==> src/logic/enc_pkg.sv <==
// Constants and register map for the incremental encoder input block.
// Function
// - Pulses per turn 1..65535, reset 1024
// - Loss action fields: A 1:0, B 3:2, Z 5:4
// - Action 0 with cable loss raises fault
// - Action 1 with cable loss raises alarm only
// - Action 2 disables detection for channel
// - Homing bit zeroes turns and fraction on index
// - Homing bit clears itself when done
// - Sense 0: A leading B is forward
// - Sense 1: B leading A is forward
// - Settings word resets to zero
package enc_pkg;
    localparam logic [11:0] ppt_off = 12'h000;
    localparam logic [11:0] opt_off = 12'h004;
    localparam logic [11:0] frac_off = 12'h008;
    localparam logic [11:0] turns_off = 12'h00c;
    localparam logic [11:0] stat_off = 12'h010;
    localparam logic [11:0] mask_off = 12'h014;
    localparam logic [11:0] loss_off = 12'h018;
    localparam logic [15:0] ppt_reset = 16'h0400;
    localparam logic [7:0] opt_reset = 8'h00;
    localparam int home_bit = 6;
    localparam int sense_bit = 7;
    localparam logic [1:0] act_fault = 2'h0;
    localparam logic [1:0] act_alarm = 2'h1;
    localparam logic [1:0] act_off = 2'h2;
    // Status bits: 0 homed, 1 fault raised, 2 alarm raised, 3 turn wrap.
    localparam int ev_homed = 0;
    localparam int ev_fault = 1;
    localparam int ev_alarm = 2;
    localparam int ev_wrap = 3;
    localparam int ev_num = 4;
endpackage

==> src/logic/quad_decoder.sv <==
// Quadrature step decoder with selectable forward sense.
`timescale 1ns/10ps
module quad_decoder (
    // Clock and reset
    input wire logic pclk,
    input wire logic presetn,
    // Encoder channels and sense
    input wire logic chan_a,
    input wire logic chan_b,
    input wire logic sense_ba,
    // Decoded steps
    output logic step_fwd,
    output logic step_rev
);
    logic [1:0] prev_r;
    logic up;
    logic dn;
    logic moved;

    // Remember last phase pair to detect a transition.
    always_ff @(posedge pclk or negedge presetn) begin
        if (!presetn) begin
            prev_r <= 2'h0;
        end else begin
            prev_r <= {chan_a, chan_b};
        end
    end

    // A leading B follows 00,10,11,01; a step forward leaves new A unlike old B.
    // Only a single channel change is a step, so double changes are dropped.
    always_comb begin
        moved = (chan_a ^ prev_r[1]) ^ (chan_b ^ prev_r[0]);
        up = moved && (chan_a ^ prev_r[0]);
        dn = moved && !(chan_a ^ prev_r[0]);
        step_fwd = sense_ba ? dn : up;
        step_rev = sense_ba ? up : dn;
    end
endmodule

==> src/logic/encoder_input.sv <==
// Incremental encoder input with APB registers, homing and cable-loss actions.
`timescale 1ns/10ps
module encoder_input import enc_pkg::*; #(
    parameter int ppt_width = 16,
    parameter int turn_width = 32
) (
    // APB clock and reset
    input wire logic pclk,
    input wire logic presetn,
    // APB slave
    input wire logic psel,
    input wire logic penable,
    input wire logic pwrite,
    input wire logic [11:0] paddr,
    input wire logic [31:0] pwdata,
    output logic [31:0] prdata,
    output logic pready,
    output logic pslverr,
    // Encoder channels
    input wire logic chan_a,
    input wire logic chan_b,
    input wire logic chan_z,
    // Cable loss indications, bit 0 A, 1 B, 2 Z
    input wire logic [2:0] cable_loss,
    // Condition outputs
    output logic fault_o,
    output logic alarm_o,
    output logic irq
);
    ////////////////////////////////////////////////////////////////////////
    logic [ppt_width-1:0] ppt_r;
    logic [7:0] opt_r;
    logic [ppt_width-1:0] frac_r;
    logic [turn_width-1:0] turns_r;
    logic [ev_num-1:0] stat_r;
    logic [ev_num-1:0] mask_r;
    logic [2:0] fault_ch;
    logic [2:0] alarm_ch;
    logic z_prev_r;
    logic z_rise;
    logic step_fwd;
    logic step_rev;
    logic do_home;
    logic wrap_ev;
    logic wr_en;
    logic rd_en;
    logic addr_ok;
    logic [31:0] rd_nxt;
    logic [ev_num-1:0] ev_set;

    assign wr_en = psel && penable && pwrite;
    assign rd_en = psel && penable && !pwrite;

    ////////////////////////////////////////////////////////////////////////
    // Step decoder.
    quad_decoder u_dec (
        .pclk(pclk),
        .presetn(presetn),
        .chan_a(chan_a),
        .chan_b(chan_b),
        .sense_ba(opt_r[sense_bit]),
        .step_fwd(step_fwd),
        .step_rev(step_rev)
    );

    // Index edge detection.
    always_ff @(posedge pclk or negedge presetn) begin
        if (!presetn) begin
            z_prev_r <= 1'b0;
        end else begin
            z_prev_r <= chan_z;
        end
    end
    assign z_rise = chan_z && !z_prev_r;
    assign do_home = opt_r[home_bit] && z_rise;

    ////////////////////////////////////////////////////////////////////////
    // Loss actions per channel; codes 2 and 3 raise nothing.
    genvar gi;
    generate
        for (gi = 0; gi < 3; gi++) begin : g_loss
            assign fault_ch[gi] = cable_loss[gi] && (opt_r[2*gi +: 2] == act_fault);
            assign alarm_ch[gi] = cable_loss[gi] && (opt_r[2*gi +: 2] == act_alarm);
        end
    endgenerate

    // Fault and alarm are levels following the enabled loss inputs.
    always_ff @(posedge pclk or negedge presetn) begin
        if (!presetn) begin
            fault_o <= 1'b0;
            alarm_o <= 1'b0;
        end else begin
            fault_o <= |fault_ch;
            alarm_o <= |alarm_ch;
        end
    end

    ////////////////////////////////////////////////////////////////////////
    // Position counting; homing overrides any step in the same cycle.
    always_ff @(posedge pclk or negedge presetn) begin
        if (!presetn) begin
            frac_r <= '0;
            turns_r <= '0;
        end else if (do_home) begin
            frac_r <= '0;
            turns_r <= '0;
        end else if (step_fwd) begin
            if (frac_r + 1'b1 >= ppt_r) begin
                frac_r <= '0;
                turns_r <= turns_r + 1'b1;
            end else begin
                frac_r <= frac_r + 1'b1;
            end
        end else if (step_rev) begin
            if (frac_r == '0) begin
                frac_r <= ppt_r - 1'b1;
                turns_r <= turns_r - 1'b1;
            end else begin
                frac_r <= frac_r - 1'b1;
            end
        end
    end
    assign wrap_ev = (step_fwd && !do_home && (frac_r + 1'b1 >= ppt_r))
        || (step_rev && !do_home && (frac_r == '0));

    ////////////////////////////////////////////////////////////////////////
    // Pulses per turn; zero writes are refused to keep the range 1..65535.
    always_ff @(posedge pclk or negedge presetn) begin
        if (!presetn) begin
            ppt_r <= ppt_reset;
        end else if (wr_en && paddr == ppt_off && pwdata[ppt_width-1:0] != '0) begin
            ppt_r <= pwdata[ppt_width-1:0];
        end
    end

    // Settings word; homing clear by hardware wins over a software write.
    always_ff @(posedge pclk or negedge presetn) begin
        if (!presetn) begin
            opt_r <= opt_reset;
        end else begin
            if (wr_en && paddr == opt_off) begin
                opt_r <= pwdata[7:0];
            end
            if (do_home) begin
                opt_r[home_bit] <= 1'b0;
            end
        end
    end

    ////////////////////////////////////////////////////////////////////////
    // Sticky status with write-one-to-clear; new events win over the clear.
    assign ev_set = {wrap_ev, (|alarm_ch) && !alarm_o, (|fault_ch) && !fault_o, do_home};
    always_ff @(posedge pclk or negedge presetn) begin
        if (!presetn) begin
            stat_r <= '0;
        end else if (wr_en && paddr == stat_off) begin
            stat_r <= (stat_r & ~pwdata[ev_num-1:0]) | ev_set;
        end else begin
            stat_r <= stat_r | ev_set;
        end
    end

    // Interrupt mask.
    always_ff @(posedge pclk or negedge presetn) begin
        if (!presetn) begin
            mask_r <= '0;
        end else if (wr_en && paddr == mask_off) begin
            mask_r <= pwdata[ev_num-1:0];
        end
    end

    // Interrupt level from registered status.
    always_ff @(posedge pclk or negedge presetn) begin
        if (!presetn) begin
            irq <= 1'b0;
        end else begin
            irq <= |(stat_r & mask_r);
        end
    end

    ////////////////////////////////////////////////////////////////////////
    // Read mux.
    always_comb begin
        rd_nxt = 32'h0000_0000;
        addr_ok = 1'b1;
        unique case (paddr)
            ppt_off: rd_nxt[ppt_width-1:0] = ppt_r;
            opt_off: rd_nxt[7:0] = opt_r;
            frac_off: rd_nxt[ppt_width-1:0] = frac_r;
            turns_off: rd_nxt[turn_width-1:0] = turns_r;
            stat_off: rd_nxt[ev_num-1:0] = stat_r;
            mask_off: rd_nxt[ev_num-1:0] = mask_r;
            loss_off: rd_nxt[2:0] = cable_loss;
            default: addr_ok = 1'b0;
        endcase
    end

    // Zero-wait answer: pready and data registered in the setup cycle.
    always_ff @(posedge pclk or negedge presetn) begin
        if (!presetn) begin
            pready <= 1'b0;
            pslverr <= 1'b0;
            prdata <= 32'h0000_0000;
        end else begin
            pready <= psel && !penable;
            pslverr <= psel && !penable && !addr_ok;
            prdata <= (psel && !penable && !pwrite) ? rd_nxt : 32'h0000_0000;
        end
    end
endmodule

==> config.mk <==
export PLATFORM = sky130hd
export DESIGN_NAME = encoder_input
export DESIGN_NICKNAME = d
export VERILOG_FILES = /design/src/logic/enc_pkg.sv /design/src/logic/quad_decoder.sv /design/src/logic/encoder_input.sv
export SDC_FILE = /design/constraint.sdc
export NUM_CORES = 1
export LEC_CHECK = 0
export ABC_AREA = 0
export BUFFER_PORTS_ARGS = -buffer_cell sky130_fd_sc_hd__buf_4
export CAP_MARGIN = 10
export CORE_MARGIN = 4
export CORE_UTILIZATION = 58
export CTS_BUF_LIST = sky130_fd_sc_hd__clkbuf_8
export DETAILED_ROUTE_END_ITERATION = 7
export PLACE_DENSITY = 0.79
export SLEW_MARGIN = 0
export SYNTH_ARGS = -nofsm -noshare
export SYNTH_HDL_FRONTEND = slang
export SYNTH_SLANG_ARGS = --single-unit
export TNS_END_PERCENT = 100
==> constraint.sdc <==
create_clock -name pclk -period 4.9 [get_ports pclk]
set_input_delay 0.49 -clock pclk [delete_from_list [all_inputs] [get_ports pclk]]
set_output_delay 0.49 -clock pclk [all_outputs]
set_load 0.1 [all_outputs]
==> metrics <==
status finished, final reports clean; Distinct cells, synth 83; total design power between 5000 and 6000 uW; CTS Buf Count 17; clk_skew ~11 ps; Final period util 88.86%; Filler cells roughly 1,100; Reg2Reg Depth 14; cell area after layout between 8000 and 9000 um2; hold depth 1; pwr dens roughly 560 nW/um2; Peak VDD IR around 0.44 mV; Vias between 6,000 and 7,000; Largest stage delay, worst path approximately 600 ps; Die Span Y about 130 um; post-route minimum period 4354 ps; clk slew on worst S/H paths roughly 70 ps; commonest cells after routing, fill and taps aside 119 x dfrtp_1, 88 x buf_4, 74 x nand2_1; ant diodes 0; Post-synth EDFFs 0; ratio of cells with drive above 1 in the final layout a little under a fifth; f_max between 0.2 and 0.25 GHz; first-pass GRT wire length approximately 33,000 um; Lkg Pwr just over 0.004 uW; ys async rst share 100.0%; Placer Congestion ~0.94; Worst Setup Start Kind flip-flop; Worst Tran Pin Value about 1200 ps; Detail Placement HPWL 14,390 um; # Max-Cap Violations 0; vias per cell about 6.2; Clock Latency Late Sink approximately 450 ps; area grow syn2layout 13.16%; cell chain of the critical path ha_1 > and3_1 > nand3_1 > nor2_1 > nand3_1 > xnor2_1 > ha_1 > nand4_1 > a2111oi_0 > a221oi_2 > a21oi_1 > nand2_1 > or4_1 > nand3_1; IO Pins between 90 and 100; Avg Synthesized Cell Area ~9.4 um2; Final ANT Viol Nets 0; Setup-failing EPs final 0; Sink Count 120; DRT iter0 DRCs roughly 700; CP most frequent cell nand3_1; Nets ~1,000; antenna violations before repair 0; Root Driver clkbuf_8; cell count after synthesis 848; unrepaired setup endpoints after global routing no; detailed-route wire length per cell between 15 and 20 um; CTS tree yes; Post-CTS Setup Inserts 0; WP data arrival between 4000 and 5000 ps; Die ar. 15,640 um2; Hold WC Path Type in -> reg; Slew Viols, Final 0; DRC Markers 0; total track usage roughly a quarter; sw power between 2000 and 2500 uW; grt ovf 0; WS Path Type reg -> reg; Sw Ratio 44.63%; setup TNS 0 ps; clock power share ~17%; ys flop type dfrtp_1; number of global-route vias before repair 6,545; die width about 130 um; Cell Area, Synth around 8000 um2; yosys warns 0; share of power burned in combinational logic between 50 and 60%; total length of routed wires ~20,000 um; DR pass1 iterations 5; critical path peak fanout 10; cts repair resizes 0; DP Area roughly 8600 um2; Reg power frac 28.9%; sequential fraction of the synthesis area between 30% and 40%; Crit-path slowest cell a2111oi_0; CP Data Required Time between 5000 and 6000 ps; Synth Net Count between 900 and 1,000; Hold Buf Count CTS 0; largest net degree at the start of global routing between 70 and 80; Final Hold Viols 0; commonest non-fill, non-tap cell in the layout dfrtp_1; FP Rows 42; CTS max path bufs 2; Initial Util 59.56%; Power Internal 2788 uW; Core Area around 13,000 um2; Port Buf Inserts between 70 and 80; H-tree lvl count 4; Seq cells post-synth between 100 and 150; Rel. slew slack between 20% and 30%; Crit. End Element flip-flop
==> per-stage QoR <==
step                instances  util [%]  worst slack, ps  hold slack (ps)
floorplan                 848         -             1184            194.4
global placement         1078     64.57            727.2            492.1
detailed placement       1078     64.57            633.4            494.9
CTS                      1109     67.40            628.1            135.5
global route             1109     67.40            280.8            137.1
finish                   1109     67.40            545.9            157.2
==> flip-flops by register name, summed over array words and instances (netlist names) <==
register,flops
pslverr,1
z_prev_r,1
fault_o,1
alarm_o,1
irq,1
turns_r,32
ppt_r,16
frac_r,16
prdata,32
pready,1
mask_r,4
u_dec.prev_r,2
opt_r,8
stat_r,4
==> final cells by class <==
class,instances,area (um2),area share [%]
Sequential cell,120,3004,33.39
Clock buffer,18,247.7,2.754
Tap cell,176,220.2,2.448
Inverter,42,157.7,1.752
Timing Repair Buffer,88,660.6,7.344
Clock inverter,13,130.1,1.446
Multi-Input combinational cell,652,4576,50.86
==> worst paths after layout <==
kind / from / endpoint / slack (ps)
min reg2reg: turns_r[18]$_DFFE_PN0P_ / turns_r[18]$_DFFE_PN0P_ / 520
min in group asynchronous: presetn / frac_r[14]$_DFFE_PN0P_ / 170
max reg2reg: frac_r[0]$_DFFE_PN0P_ / turns_r[28]$_DFFE_PN0P_ / 550
max: frac_r[0]$_DFFE_PN0P_ / turns_r[28]$_DFFE_PN0P_ / 550
min: chan_z / z_prev_r$_DFF_PN0_ / 160
max in group asynchronous: presetn / prdata[0]$_DFF_PN0_ / 3540
==> per-layer routing <==
layer	wire (um)	vias up	part of all wire, %	global-route usage [%]
li1	-	3284	-	-
met2	9737	237	49	41.25
met5	0	-	0	0
met1	8510	3356	43	34.38
met3	1233	27	6.2	5.501
met4	280	0	1.4	7.015
==> cell usage after synthesis, drive strengths merged, types with 19 or more instances <==
cell    count  area [um2]
ha         49       613.1
xor2       19       166.4
clkbuf     24       118.9
xnor2      27       236.5
nor2       55       206.5
a22oi      21       157.7
nand3      22       115.1
mux2       32       364.1
a21oi      56       284.0
o21ai      72       360.3
inv        42       157.7
dfrtp     119        2978
and2       24       151.4
nand2      74       277.8
==> kinds of logic after synthesis <==
kind of cell,Yosys count,share of synthesized area (%)
and+or+nand+nor,259,17.00
DFF,120,37.79
muxes,43,6.122
xor gates and xnor gates,46,5.068
AOI/OAI and AO/OA,254,21.29
adders and majority gates,50,7.964
buffers and inverters,76,4.769
==> power groups by stage <==
stage	combinational, uW	clock, uW	sequential [uW]
after floorplan	2220	0	1330
after global placement	2600	0	1460
after detailed placement	2660	0	1460
after CTS	2690	883	1440
after global routing	3030	926	1480
final	2710	874	1450
==> worst max-delay path: cells and delay by family (launching register included) <==
kind / cells / cell delay, ps
AND/OR/NAND/NOR: 8 / 1670
AO/OA/AOI/OAI: 3 / 1260
adder cells (fa/ha/maj): 2 / 600
flip-flops: 1 / 570
XOR/XNOR: 1 / 180
Power figures use the tool's default switching activity.
